<file path="src/adcs_pkg.sv">
// Shared constants and types for the converter track/hold sequencer
package adcs_pkg;
   // Timing: internal oscillator period and the system clock period
   localparam int OSC_PERIOD_NS = 250;
   localparam int CLK_PERIOD_NS = 40;
   // Longest whole number of system cycles per oscillator cycle, never below one
   localparam int OSC_DIV = (OSC_PERIOD_NS / CLK_PERIOD_NS) < 1 ? 1 : (OSC_PERIOD_NS / CLK_PERIOD_NS);
   // Falling serial-clock edge positions within the address byte
   localparam logic [3:0] INT_TRACK_FALL = 4'h9;
   localparam logic [3:0] EXT_TRACK_FALL = 4'h7;
   localparam logic [3:0] EXT_HOLD_FALL = 4'h8;
   localparam logic [3:0] FALL_MAX = 4'hf;
   // Acquisition length in internal oscillator cycles
   localparam logic [1:0] ACQ_OSC_CYCLES = 2'h2;
   localparam int SAR_BITS = 8;
   localparam int MAX_CH = 12;
   localparam int NUM_CH_DEF = 12;
   // Bipolar results flip the top bit of the offset-binary code
   localparam logic [7:0] BIP_FLIP = 8'h80;
   // Reference select bit that hands the shared pin to the reference
   localparam int REF_PIN_SEL_BIT = 1;

   typedef struct packed {
      logic ext_clock;
      logic single_ended_select;
      logic bipolar_select;
      logic [2:0] ref_sel;
      logic [3:0] channel_sel;
      logic [3:0] scan_count;
   } adcs_cfg_t;

   typedef struct packed {
      logic [MAX_CH-1:0] pos;
      logic [MAX_CH-1:0] neg;
      logic neg_gnd;
      logic shared_pin_is_ref;
   } adcs_mux_t;

   typedef enum logic [2:0] {
      ST_IDLE = 3'b001,
      ST_TRACK = 3'b010,
      ST_CONV = 3'b100
   } adcs_state_t;
endpackage

</file>
<file path="src/adcs_sar.sv">
// Successive-approximation register: one decision per conversion clock
`timescale 1ns/10ps
module adcs_sar import adcs_pkg::*; #(
   parameter int BITS = SAR_BITS
) (
   // Clock and reset
   input wire logic clock,
   input wire logic rst,
   // Control
   input wire logic start,
   input wire logic step,
   input wire logic cmp_high,
   // Results
   output logic [BITS-1:0] trial,
   output logic [BITS-1:0] code,
   output logic done
);
   logic [BITS-1:0] mask_reg;
   logic busy_reg;

   // Keep or drop the trial bit, then try the next lower one
   always_ff @(posedge clock or posedge rst) begin
      if (rst) begin
         trial <= '0;
         mask_reg <= '0;
         busy_reg <= 1'b0;
         code <= '0;
         done <= 1'b0;
      end else begin
         done <= 1'b0;
         if (start) begin
            trial <= {1'b1, {(BITS-1){1'b0}}};
            mask_reg <= {1'b1, {(BITS-1){1'b0}}};
            busy_reg <= 1'b1;
         end else if (step && busy_reg) begin
            trial <= (cmp_high ? trial : (trial & ~mask_reg)) | (mask_reg >> 1);
            mask_reg <= mask_reg >> 1;
            if (mask_reg[0]) begin
               code <= cmp_high ? trial : (trial & ~mask_reg);
               busy_reg <= 1'b0;
               done <= 1'b1;
            end
         end
      end
   end

   // Count decisions since start so the result is tied to exactly BITS steps
   logic [4:0] chk_steps;
   always_ff @(posedge clock or posedge rst) begin
      if (rst) chk_steps <= '0;
      else if (start) chk_steps <= '0;
      else if (step && busy_reg) chk_steps <= chk_steps + 5'h1;
   end

   property p_sar_bits;
      @(posedge clock) disable iff (rst) done |-> chk_steps == 5'(BITS);
   endproperty
   a_sar_bits: assert property (p_sar_bits) else $error("result ready after wrong step count");
endmodule // adcs_sar

</file>
<file path="src/adcs_seq.sv">
// Track/hold, conversion sequencing and input routing of the converter
`timescale 1ns/10ps
// How it works
// - Internal clock: track on ninth address fall
// - Internal clock: hold two oscillator cycles later
// - Internal: eight oscillator cycles per conversion, clock low
// - External clock: track on seventh fall, matched
// - External clock: hold on eighth fall
// - External: convert over next eight clock cycles
// - Acquisition: two oscillator cycles, one bus period
// - Eight-bit successive approximation, one bit/cycle
// - Single-ended: selected input, referenced to ground
// - Pseudo-differential: pair positive, negative as reference
// - Shared pin role follows reference selection
// - Channel count 4, 8 or 12; decode limited
// - Select one means single-ended, zero pairs
// - External mode: bus clock is conversion clock
// - Straight binary unipolar and single-ended, two's complement bipolar pairs
module adcs_seq import adcs_pkg::*; #(
   parameter int NUM_CH = NUM_CH_DEF
) (
   // Clock and reset
   input wire logic clock,
   input wire logic rst,
   // Serial clock pin, open drain
   input wire logic scl_in,
   output logic scl_out,
   output logic scl_oe_n,
   // From the serial protocol logic
   input wire logic addr_start,
   input wire logic addr_match,
   input wire adcs_cfg_t cfg,
   // Analog front end
   input wire logic cmp_high,
   output logic [SAR_BITS-1:0] dac_trial,
   output logic track,
   output adcs_mux_t mux,
   // Results
   output logic [SAR_BITS-1:0] result,
   output logic result_valid,
   output logic busy
);
   adcs_state_t state_reg;
   logic scl_s1, scl_s2, scl_s3, scl_level, scl_fall;
   logic [3:0] fall_cnt;
   logic [7:0] osc_div_cnt;
   logic osc_tick;
   logic [1:0] acq_cnt;
   logic [3:0] conv_left;
   logic sar_start, sar_step, sar_done;
   logic [SAR_BITS-1:0] sar_code;

   // Three-stage sampler on the pin; s1 feeds only s2
   always_ff @(posedge clock or posedge rst) begin
      if (rst) begin
         scl_s1 <= 1'b1;
         scl_s2 <= 1'b1;
         scl_s3 <= 1'b1;
         scl_level <= 1'b1;
      end else begin
         scl_s1 <= scl_in;
         scl_s2 <= scl_s1;
         scl_s3 <= scl_s2;
         if (scl_s2 == scl_s3) scl_level <= scl_s3;
      end
   end
   assign scl_fall = scl_level && !scl_s2 && !scl_s3;

   // Falling edges since the start of the address byte, saturating
   always_ff @(posedge clock or posedge rst) begin
      if (rst) fall_cnt <= '0;
      else if (addr_start) fall_cnt <= '0;
      else if (scl_fall && fall_cnt != FALL_MAX) fall_cnt <= fall_cnt + 4'h1;
   end

   // Internal oscillator stand-in: a one-cycle enable, only runs while busy
   always_ff @(posedge clock or posedge rst) begin
      if (rst) begin
         osc_div_cnt <= '0;
         osc_tick <= 1'b0;
      end else if (state_reg == ST_IDLE || cfg.ext_clock) begin
         osc_div_cnt <= '0;
         osc_tick <= 1'b0;
      end else if (osc_div_cnt == 8'(OSC_DIV - 1)) begin
         osc_div_cnt <= '0;
         osc_tick <= 1'b1;
      end else begin
         osc_div_cnt <= osc_div_cnt + 8'h1;
         osc_tick <= 1'b0;
      end
   end

   // Conversion clock: bus falls in external mode, oscillator otherwise
   assign sar_step = (state_reg == ST_CONV) && (cfg.ext_clock ? scl_fall : osc_tick);
   assign sar_start = (state_reg != ST_CONV) && (cfg.ext_clock ? (state_reg == ST_TRACK && scl_fall)
                                                              : (state_reg == ST_TRACK && osc_tick
                                                                 && acq_cnt == ACQ_OSC_CYCLES - 2'h1));

   // Sequencer: idle, acquire, convert; an internal-clock scan repeats acquire and convert
   always_ff @(posedge clock or posedge rst) begin
      if (rst) begin
         state_reg <= ST_IDLE;
         acq_cnt <= '0;
         conv_left <= '0;
      end else begin
         case (state_reg)
            ST_IDLE: begin
               acq_cnt <= '0;
               conv_left <= (cfg.scan_count == 4'h0) ? 4'h1 : cfg.scan_count;
               if (!cfg.ext_clock && scl_fall && fall_cnt == INT_TRACK_FALL - 4'h1) begin
                  state_reg <= ST_TRACK;
               end else if (cfg.ext_clock && scl_fall && addr_match
                            && fall_cnt == EXT_TRACK_FALL - 4'h1) begin
                  state_reg <= ST_TRACK;
               end
            end
            ST_TRACK: begin
               if (osc_tick) acq_cnt <= acq_cnt + 2'h1;
               if (sar_start) begin
                  state_reg <= ST_CONV;
                  acq_cnt <= '0;
               end
            end
            ST_CONV: begin
               if (sar_done) begin
                  conv_left <= conv_left - 4'h1;
                  // External mode makes one conversion per address byte
                  state_reg <= (!cfg.ext_clock && conv_left != 4'h1) ? ST_TRACK : ST_IDLE;
               end
            end
            default: state_reg <= ST_IDLE;
         endcase
      end
   end

   adcs_sar #(.BITS(SAR_BITS)) i_adcs_sar (
      .clock(clock),
      .rst(rst),
      .start(sar_start),
      .step(sar_step),
      .cmp_high(cmp_high),
      .trial(dac_trial),
      .code(sar_code),
      .done(sar_done)
   );

   // Track switch and clock stretch start one cycle after the state, and end on the same edge the state moves on
   always_ff @(posedge clock or posedge rst) begin
      if (rst) begin
         track <= 1'b0;
         scl_out <= 1'b0;
         scl_oe_n <= 1'b1;
         busy <= 1'b0;
      end else begin
         track <= (state_reg == ST_TRACK) && !sar_start;
         scl_out <= 1'b0;
         // Internal clock only: stretching from the first track until the last result is out
         scl_oe_n <= cfg.ext_clock || state_reg == ST_IDLE || (sar_done && conv_left == 4'h1);
         busy <= state_reg != ST_IDLE;
      end
   end

   // Result coding: bipolar only applies to paired inputs
   always_ff @(posedge clock or posedge rst) begin
      if (rst) begin
         result <= '0;
         result_valid <= 1'b0;
      end else begin
         result_valid <= sar_done;
         if (sar_done) begin
            result <= (cfg.bipolar_select && !cfg.single_ended_select) ? (sar_code ^ BIP_FLIP) : sar_code;
         end
      end
   end

   // Input routing; channel switches frozen during conversion, shared pin role follows ref_sel every cycle
   logic shared_ref;
   logic [3:0] neg_idx;
   logic ch_ok;
   assign shared_ref = cfg.ref_sel[REF_PIN_SEL_BIT];
   assign neg_idx = cfg.channel_sel ^ 4'h1;
   assign ch_ok = (32'(cfg.channel_sel) < NUM_CH)
                  && !(shared_ref && 32'(cfg.channel_sel) == NUM_CH - 1)
                  && (cfg.single_ended_select || !(shared_ref && 32'(neg_idx) == NUM_CH - 1));

   always_ff @(posedge clock or posedge rst) begin
      if (rst) begin
         mux <= '0;
      end else begin
         mux.shared_pin_is_ref <= shared_ref;
         if (state_reg != ST_CONV) begin
            mux.neg_gnd <= cfg.single_ended_select;
            for (int i = 0; i < MAX_CH; i++) begin
               mux.pos[i] <= ch_ok && i < NUM_CH && 4'(i) == cfg.channel_sel;
               mux.neg[i] <= ch_ok && i < NUM_CH && !cfg.single_ended_select && 4'(i) == neg_idx;
            end
         end
      end
   end

   property p_int_track;
      @(posedge clock) disable iff (rst)
      (state_reg == ST_IDLE && !cfg.ext_clock && scl_fall && fall_cnt == 4'h8) |=> state_reg == ST_TRACK ##1 track;
   endproperty
   a_int_track: assert property (p_int_track) else $error("no track on ninth fall");

   // Longest acquisition: two whole oscillator periods plus the registered tick
   localparam int ACQ_WAIT_MAX = 2 * OSC_DIV + 1;
   property p_int_acq;
      @(posedge clock) disable iff (rst)
      ($rose(state_reg == ST_TRACK) && !cfg.ext_clock) |-> acq_cnt == 2'h0 ##[1:ACQ_WAIT_MAX] state_reg == ST_CONV;
   endproperty
   a_int_acq: assert property (p_int_acq) else $error("acquisition not ended in time");

   // Acquisition counted in oscillator ticks at the moment of hold
   property p_int_hold;
      @(posedge clock) disable iff (rst)
      (state_reg == ST_TRACK && !cfg.ext_clock && sar_start) |-> osc_tick && acq_cnt == 2'h1;
   endproperty
   a_int_hold: assert property (p_int_hold) else $error("hold not after two oscillator cycles");

   property p_int_stretch;
      @(posedge clock) disable iff (rst)
      (state_reg == ST_CONV && !cfg.ext_clock && !sar_done) |=> !scl_oe_n;
   endproperty
   a_int_stretch: assert property (p_int_stretch) else $error("clock line released mid conversion");

   property p_ext_track;
      @(posedge clock) disable iff (rst)
      (state_reg == ST_IDLE && cfg.ext_clock && addr_match && scl_fall && fall_cnt == 4'h6) |=> state_reg == ST_TRACK;
   endproperty
   a_ext_track: assert property (p_ext_track) else $error("no track on seventh fall");

   property p_ext_hold;
      @(posedge clock) disable iff (rst)
      (state_reg == ST_TRACK && cfg.ext_clock && scl_fall) |=> state_reg == ST_CONV ##1 !track;
   endproperty
   a_ext_hold: assert property (p_ext_hold) else $error("no hold on eighth fall");

   property p_ext_step;
      @(posedge clock) disable iff (rst)
      (state_reg == ST_CONV && cfg.ext_clock) |-> sar_step == scl_fall;
   endproperty
   a_ext_step: assert property (p_ext_step) else $error("conversion not clocked by bus clock");

   property p_release;
      @(posedge clock) disable iff (rst)
      ($rose(scl_oe_n) && !cfg.ext_clock) |-> result_valid;
   endproperty
   a_release: assert property (p_release) else $error("clock released before result");

   property p_code;
      @(posedge clock) disable iff (rst)
      result_valid |-> result == (($past(cfg.bipolar_select) && !$past(cfg.single_ended_select))
                                  ? ($past(sar_code) ^ BIP_FLIP) : $past(sar_code));
   endproperty
   a_code: assert property (p_code) else $error("wrong result coding");

   property p_mux_range;
      @(posedge clock) disable iff (rst)
      (state_reg != ST_CONV && 32'(cfg.channel_sel) >= NUM_CH) |=> mux.pos == '0;
   endproperty
   a_mux_range: assert property (p_mux_range) else $error("absent channel selected");

   property p_mux_se;
      @(posedge clock) disable iff (rst)
      (state_reg != ST_CONV && cfg.single_ended_select) |=> mux.neg_gnd && mux.neg == '0;
   endproperty
   a_mux_se: assert property (p_mux_se) else $error("single-ended not ground referenced");
endmodule // adcs_seq

</file>
<file path="config.mk">
export PLATFORM = sky130hd
export DESIGN_NAME = adcs_seq
export DESIGN_NICKNAME = d
export VERILOG_FILES = /design/src/adcs_pkg.sv /design/src/adcs_sar.sv /design/src/adcs_seq.sv
export SDC_FILE = /design/constraint.sdc
export NUM_CORES = 1
export LEC_CHECK = 0
export BUFFER_PORTS_ARGS = -buffer_cell sky130_fd_sc_hd__buf_2
export CAP_MARGIN = 20
export CORE_ASPECT_RATIO = 1.1
export CORE_MARGIN = 2
export CORE_UTILIZATION = 45
export DETAILED_ROUTE_END_ITERATION = 7
export PLACE_DENSITY = 0.7
export REMOVE_ABC_BUFFERS = 1
export SKIP_CTS_REPAIR_TIMING = 1
export SLEW_MARGIN = 10
export SYNTH_ARGS = -nofsm -noshare
export SYNTH_HDL_FRONTEND = slang
export SYNTH_HIERARCHICAL = 1
export SYNTH_SLANG_ARGS = --single-unit
</file>
<file path="constraint.sdc">
create_clock -name clock -period 2.07 [get_ports clock]
set_input_delay 0.3105 -clock clock [delete_from_list [all_inputs] [get_ports clock]]
set_output_delay 0.3105 -clock clock [all_outputs]
set_load 0.01 [all_outputs]
</file>
======== Word-level counts from Yosys, hierarchy flattened ========
Cells that the tools add are included.
operators by class
  reduce and logical (&&, ||, !) cells .... 70
  bitwise logic cells ..................... 6
  magnitude comparators ................... 1
  add/subtract/negate cells ............... 4
  eq/ne operators ......................... 41
  muxes and demuxes ....................... 32
operators by type and width
  cell                 number
  $mux 8               8
  $logic_and 1x1->1    47
  $eq 3x4->1 const A   8
  $eq 4x4->1 const A   8
  $eq 2x4->1 const A   4
  $mux 4               4
  $eq 4x4->1 const B   3
  $logic_not 4->1      3
  $mux 3               4
  $mux 1               10
  $reduce_bool 2->1    5
  $pmux 3 s3           1
  $add 8x1->8 const B  1
  $and 8x8->8          1
  $eq 1x4->1 const A   2
  $eq 8x3->1 const B   1
  $not 8->8            1
  $or 8x7->8           1
  $pmux 4 s2           1
  $logic_not 1->1      7
  $mux 2               3
  $ne 3x1->1 const B   2
  $ne 3x3->1 const B   2
  $reduce_and 2->1     3
  other kinds (19)     24
storage, ports and cells
  output and inout port bits .............. 47
  input bits .............................. 20
  word-level logic and storage cells ...... 178
  register bits ........................... 90

======== Logic depth before layout (Yosys ltp) ========
Gate-level depths: netlist of run 1.
  word-level depth ........................ 9
  depth in mapped cells ................... 9
  mapped depth without buffers ............ 7

======== Cells and area by module ========
Netlist of run 1, hierarchy kept.
modules (own cells, without submodules)
  module    cells an instance  area an instance (µm²)  sequential area each (µm²)  times used
  adcs_seq  256                2,810.2                 1,609.0                     1
  adcs_sar  108                1,053.5                 650.6                       1

======== Worst setup path after synthesis of run 1 ========
No wires, ideal clock.
  path kind ............................... reg-to-reg
  start point ............................. register scl_s2
  end point ............................... register i_adcs_sar.code[0]
  period minus slack after synthesis ...... 1.824 ns
  data arrival time ....................... 1.697 ns
  stages on the path, launching flop included .. 9
  data required time ...................... 1.943 ns
  path buffers ............................ 2
  setup slack ............................. 0.246 ns
  library setup time ...................... 0.127 ns
  path through ............................ dfstp_2 > and4bb_2 > a31oi_1 > nor2_1 > buf_2 > nand4b_4 > buf_2 > nand2_1 > o21ai_0
on the way
  word-level cells in the longest chain between the ends .. 8
  elaborated cells between the ends (all ways) .. 11
  those cells by class .................... 2 x mux; 1 x bitwise; 8 x reduce/logical
RTL lines
  item                            RTL line        text
  start, declared                 adcs_seq.sv:44  logic scl_s1, scl_s2, scl_s3, scl_level, scl_fall;
  start signal, assigned          adcs_seq.sv:62  scl_s2 <= scl_s1;
  $logic_not 1->1                 adcs_seq.sv:67  assign scl_fall = scl_level && !scl_s2 && !scl_s3;
  $logic_and 1x1->1 (2 in a row)  adcs_seq.sv:67
  $logic_and 1x1->1               adcs_seq.sv:95  assign sar_start = (state_reg != ST_CONV) && (cfg.ext_clock ? (state_reg == ST_TRACK && scl_fall)
  $mux 1                          adcs_seq.sv:95
  $logic_and 1x1->1               adcs_seq.sv:95
  named net sar_start             adcs_seq.sv:50  logic sar_start, sar_step, sar_done;
  $not 1->1 (no line)             n/a
  $reduce_and 3->1 (no line)      n/a
  end signal, assigned            adcs_sar.sv:39  code <= cmp_high ? trial : (trial & ~mask_reg);
  end, declared                   adcs_sar.sv:15  output logic [BITS-1:0] code,
The timed path passes the listed nets, and every way through them passes these cells.
A chain may end at the register's enable or synchronous reset.

======== Final worst setup path of run 1 ========
  start point ............................. register scl_level
  end point ............................... register i_adcs_sar.trial[6]
on the way
  word-level cells in the longest chain between the ends .. 6
  elaborated cells between the ends (all ways) .. 10
  those cells by class .................... 3 x mux; 7 x reduce/logical
RTL lines
  item                            RTL line        text
  start, declared                 adcs_seq.sv:44
  start signal, assigned          adcs_seq.sv:64  if (scl_s2 == scl_s3) scl_level <= scl_s3;
  $logic_and 1x1->1 (2 in a row)  adcs_seq.sv:67
  $mux 1                          adcs_seq.sv:94  assign sar_step = (state_reg == ST_CONV) && (cfg.ext_clock ? scl_fall : osc_tick);
  $logic_and 1x1->1               adcs_seq.sv:94
  named net sar_step              adcs_seq.sv:50
  $logic_and 1x1->1               adcs_sar.sv:35  end else if (step && busy_reg) begin
  $reduce_bool 2->1 (no line)     n/a
  end signal, assigned            adcs_sar.sv:32  trial <= {1'b1, {(BITS-1){1'b0}}};
  end signal, assigned            adcs_sar.sv:36  trial <= (cmp_high ? trial : (trial & ~mask_reg)) | (mask_reg >> 1);
  end, declared                   adcs_sar.sv:14  output logic [BITS-1:0] trial,
The timed path passes the listed nets, and every way through them passes these cells.

==> flow_summary.toml, run 1 <==
[power_and_ir_drop]
p_sw_frac = 0.239
p_clk_frac = 0.354
seq_power_share = 0.592
p_int_w = 0.00232
power_frac_comb = 0.054
ir_drop_uv = 313
switching_power_w = 0.000730
p_leak_nw = 2.18
power_density_nw_per_um2 = 674

[timing]
relSlewSlack = 0.549
hold_viol_final = 0
rsz0062_at_grt = "no"
min_period_over_period = 0.954
max_freq_mhz = 506
worst_slew_pin_slew_ns = 0.677
fin_ws_ns = 0.0948
maxSlewViolCount = 0
setup_viol = 0
skew_ns = 0.0119
timing.final.crit_period_ns = 1.98
setup_tns_ns = 0

[clocking]
cts_buffer_depth = 2
clock_sinks = 90
cts_root_buf = "clkbuf_8"
cts_tree = "done"
cts_max_level = 3
numCtsBuffers = 9
clkTransAtPathRegs_ns = 0.09
clock_latency_ns = 0.35

[logic_synthesis]
yosys_most_used_dff = "dfrtp_1"
synth_commonest_cells = "dfrtp_1, nand2_1, o21ai_0"
synth.most_common_cell = "dfrtp_1"
syn-cell-area_um2 = 3860
synth_warnings = 6
synth_area_leaders = "dfrtp_1, nand2_1, dfstp_2"
ys_types = 51
ys_ff_latch = 90
synth.largest_area_cell = "dfrtp_1"
synth_seq_area_share = 0.585
syn_avg_cell_area_um2 = 10.6
synthArstFlopShare = 1.00
synth_edf_count = 0
synthCells = 364
synth.top_cell.area_share = 0.544

[floorplan]
row_count = 35
die_w_um = 92.4
dieHeight_um = 101
core_um2 = 8360
dieArea_um2 = 9340
start_util = 0.462
top_level_ports = 67

[global_route]
track_usage = 0.171
grt_pass1_vias = 2764
grt_antenna_before_repair = 0
grt_pass1_wl_um = 12800
grt-ovfl-total = 0
grt_max_degree = 63

[detailed_routing]
drtIter0Drc = 110
ant_nets = 0
wl_um = 7530
drc_errors = 0
wire_per_inst_um = 13.7
avgViaCountPerCell = 5.17
vias = 2848
drt_pre_antenna_iters = 6

[critical_path]
r2r-start = "scl_level"
crit_type = "reg2reg"
path_max_fanout = 15
arrival_ns = 2.21
critPathCaptureType = "register"
reg2reg_to = "i_adcs_sar/trial[6]"
reg2reg_slack_ns = 0.09
reg2regPathDepth = 7
startpoint = "scl_level"
startpoint_type = "register"
required_ns = 2.30

[finish]
fill_cells = 771
drive_gt1_frac = 0.261
largest_register = "mux"
largest_register_ffs = 26
diodes = 0
nets = 463
area_delta_synth_final_pct = 17.2
multi_input_area_um2 = 1490
seq_area_um2 = 2260

[place]
dp_hpwl_um = 5400
port_buffers = 63
dp_slack_ns = 0.158
gp_congestion = 0.818

[status]
status = "completed"

[worst_hold_path]
hp-start = "scl_in"
min_to = "scl_s1"
hold_class = "in2reg"
min_path_cells = 1

[run]
cap_violations = 0
-- cell families after synthesis --
logic type      after synthesis  share of synthesized area
xor+xnor                     10                     0.0227
other cells                   1                   0.000971
flops                        90                      0.585
buf+inv                      29                     0.0324
compound gates               80                      0.135
simple gates                137                      0.173
fa+ha+maj                     9                     0.0285
mux                           8                     0.0230
-- cells in the final DEF, fill, tap and decap left out, drive strengths merged, types with 2 or more instances in the layout --
master / instances
a21o: 3
a21oi: 20
a22o: 3
a311o: 2
buf: 72
clkbuf: 11
clkinv: 2
clkinvlp: 2
dfrtp: 84
dfstp: 6
ha: 8
inv: 17
mux2: 7
nand2: 68
nand2b: 10
nand3: 11
nand4b: 2
nor2: 22
nor2b: 3
nor3: 5
nor3b: 4
o21ai: 28
o221a: 2
o22ai: 2
o31ai: 9
o41ai: 4
or2: 2
or3: 4
xnor2: 6
xor2: 4
-- stage by stage --
stage               hold slack, ns  total power [W]  std cells  instance area, µm²  utilization
floorplan                    0.315          0.00193        351                3800            -
global placement             0.183          0.00200        534                4340        0.519
detailed placement           0.187          0.00201        534                4340        0.519
CTS                         -0.201          0.00309        550                4520        0.540
global route                0.0385          0.00319        551                4530        0.541
finish                      0.0556          0.00305        551                4530        0.541
-- critical path, stage by stage, from the launching register on --
cell	delay (ns)
dfstp_2	0.54
and4bb_2	0.31
a21oi_1	0.06
nor2_1	0.29
nand2_2	0.09
buf_4	0.19
o21ai_0	0.26
a21oi_1	0.12
-- worst max-delay path by stage --
stage               slack (ns)                     end  cells after the start
floorplan                -1.61                 mux[12]                      3
global placement          0.22  i_adcs_sar/mask_reg[1]                      6
detailed placement        0.16  i_adcs_sar/mask_reg[0]                      6
CTS                       0.09     i_adcs_sar/trial[6]                      6
global route             0.004     i_adcs_sar/trial[6]                      7
finish                    0.09     i_adcs_sar/trial[6]                      7
-- power groups by stage --
stage	registers (W)	clock network (W)	logic, W
after detailed placement	0.00184	0	0.000166
after floorplan	0.00184	0	0.0000892
after CTS	0.00181	0.00111	0.000166
after global placement	0.00184	0	0.000162
after global routing	0.00181	0.00119	0.000187
final	0.00181	0.00108	0.000163
-- cell type report --
| type | instances | area share |
|---|---|---|
| sequential | 90 | 0.499 |
| multi-input combinational | 245 | 0.328 |
| timing repair buffer | 73 | 0.0895 |
| clock buffer | 11 | 0.0312 |
| tap | 111 | 0.0307 |
| inverter | 16 | 0.0133 |
| clock inverter | 5 | 0.00829 |
-- metal layers --
| layer | routed length, µm | vias up | GRT usage |
|---|---|---|---|
| met3 | 378 | 14 | 0.0335 |
| met4 | 134 | 0 | 0.0677 |
| met5 | 0 | - | 0 |
| met1 | 3450 | 1361 | 0.226 |
| li1 | - | 1402 | - |
| met2 | 3560 | 71 | 0.280 |
No activity file was read; power rests on OpenSTA's default activity.
==> inputs of run 2 (changes only) <==
--- a/config.mk
+++ b/config.mk
@@ -5,6 +5,7 @@
 export SDC_FILE = /design/constraint.sdc
 export NUM_CORES = 1
 export LEC_CHECK = 0
+export ABC_AREA = 1
 export BUFFER_PORTS_ARGS = -buffer_cell sky130_fd_sc_hd__buf_2
 export CAP_MARGIN = 20
 export CORE_ASPECT_RATIO = 1.1
==> flow_summary.toml, run 2 <==
[logic_synthesis]
syn-cell-area_um2 = 4030
synth_edf_count = 0
yosys.area_share.xor_xnor = 0.0109
syn_avg_cell_area_um2 = 8.76
synth.most_common_cell = "nand2_1"
synth_simple_gate_area_frac = 0.270
muxShareOfSynthArea = 0
ys_types = 41
synth_seq_area_share = 0.561
synthAdderAreaFrac = 0.0248
synthArstFlopShare = 1.00
synth_area_leaders = "dfrtp_1, nand2_1, inv_1"
synth_compound_area_frac = 0.0652
ys_ff_latch = 90
synthCells = 460
yosys_most_used_dff = "dfrtp_1"
synth.top_cell.area_share = 0.522
synth.largest_area_cell = "dfrtp_1"
synth_top_family_by_area = "simple AND/OR/NAND/NOR gates"
synth_commonest_cells = "nand2_1, dfrtp_1, inv_1"
synth_warnings = 6

[finish]
diodes = 0
largest_register = "mux"
fill_cells = 847
nets = 557
fin_area_um2 = 4650
final_cell_mix = "nand2_1, dfrtp_1, buf_2"
layout_commonest_cell = "nand2_1"
drive_gt1_frac = 0.212
multi_input_area_um2 = 1500
largest_register_ffs = 26
area_delta_synth_final_pct = 15.5
seq_area_um2 = 2260

[global_route]
grt_pass1_vias = 3012
grt-ovfl-total = 0
grt_use_met3 = 0.0333
grt_max_degree = 46
grt-busiest-layer = "met2"
grt_antenna_before_repair = 0
track_usage = 0.173
met2_usage = 0.288
grt_use_met1 = 0.224
grt_pass1_wl_um = 13200

[status]
violations = "negative hold slack"
status = "finished, violations left"

[timing]
skew_ns = 0.0165
maxSlewViolCount = 0
timing.final.crit_period_ns = 1.71
hold_viol_final = 14
fin_ws_ns = 0.355
setup_viol = 0
max_freq_mhz = 583
setup_tns_ns = 0
hold_slack_ns = -0.0294
min_period_over_period = 0.828
rsz0062_at_grt = "no"

[floorplan]
start_util = 0.459
die_w_um = 94.2
row_count = 36
core_um2 = 8780
dieArea_um2 = 9730
dieHeight_um = 103
top_level_ports = 67

[place]
dp_hpwl_um = 5690
port_buffers = 63
dp_slack_ns = 0.342
dpl_cell_area_um2 = 4460
gp_congestion = 0.801

[detailed_routing]
ant_nets = 0
wl_um = 7740
vias = 3138
drtIter0Drc = 123
drt_pre_antenna_iters = 5
drc_errors = 0
wire_per_inst_um = 11.9
avgViaCountPerCell = 4.84

[critical_path]
startpoint_type = "register"
path_max_fanout = 9
critPathCaptureType = "register"
arrival_ns = 1.96
crit_type = "reg2reg"
required_ns = 2.32

[clocking]
cts_root_buf = "clkbuf_8"
cts_max_level = 3
cts_buffer_depth = 2
clock_latency_ns = 0.36
numCtsBuffers = 9
clkTransAtPathRegs_ns = 0.08
clock_sinks = 90
cts_tree = "done"

[power_and_ir_drop]
power_density_nw_per_um2 = 675
ir_drop_uv = 365
power_w = 0.00314
p_leak_nw = 2.46

[run]
cap_violations = 0

[worst_hold_path]
hold_class = "in2async"
-- run 2: cell types whose count changed in the layout (fill, tap and decap cells not counted), sizes merged, moves of 9 or more --
cell,change
nand2,+117
inv,+37
a21oi,-13
nand2b,-10
o31ai,-9
-- run 2: per-stage QoR --
stage / hold slack [ns] / util / std cells
after CTS: -0.0280 / 0.530 / 648
after global routing: 0.00192 / 0.530 / 648
after detailed placement: 0.354 / 0.507 / 632
after global placement: 0.349 / 0.507 / 632
final: -0.0294 / 0.530 / 648
after floorplan: 0.315 / - / 452
-- run 2: worst max-delay path, cell delays in order (launching register included) --
cell	delay, ns
dfstp_2	0.37
nor2_2	0.17
nand3_1	0.20
nand2_1	0.10
nand2_1	0.07
inv_1	0.23
inv_2	0.10
nand2_4	0.12
inv_1	0.12
nand2_1	0.08
nand2_1	0.06
-- run 2: layout make-up --
cell class                      instances  share of cell area
Clock inverter                          4              0.0113
Clock buffer                           12              0.0312
Timing Repair Buffer                   66              0.0753
Multi-Input combinational cell        309               0.322
Tap cell                              114              0.0306
Sequential cell                        90               0.485
Inverter                               53              0.0438
-- run 2: cells by family after synthesis --
| family | count (synthesis) |
|---|---|
| DFF | 90 |
| and+or+nand+nor | 249 |
| adders and majority gates | 8 |
| buffers and inverters | 61 |
| other | 1 |
| xor gates and xnor gates | 5 |
| AOI/OAI and AO/OA | 46 |
-- run 2: path summary, 6_finish.rpt --
path	from	to	slack, ns	depth (start not counted)
setup / recovery	scl_s3	i_adcs_sar/trial[5]	0.36	10
hold / removal	rst	track	-0.03	2
setup reg to reg	scl_s3	i_adcs_sar/trial[5]	0.36	10
hold reg to reg	scl_s1	scl_s2	0.36	0
max in group asynchronous	rst	scl_oe_n	1.47	3
min in group clock	scl_in	scl_s1	0.06	1
-- run 2: power by group --
group	switching [W]	internal (W)
clock	0.000594	0.000597
combinational	0.000103	0.0000461
sequential	0.0000184	0.00178
total	0.000715	0.00242
-- run 2: layer usage --
metal	wire length [µm]	vias up
li1	-	1572
met1	3590	1478
met2	3590	77
met3	414	11
met4	144	0
met5	0	-
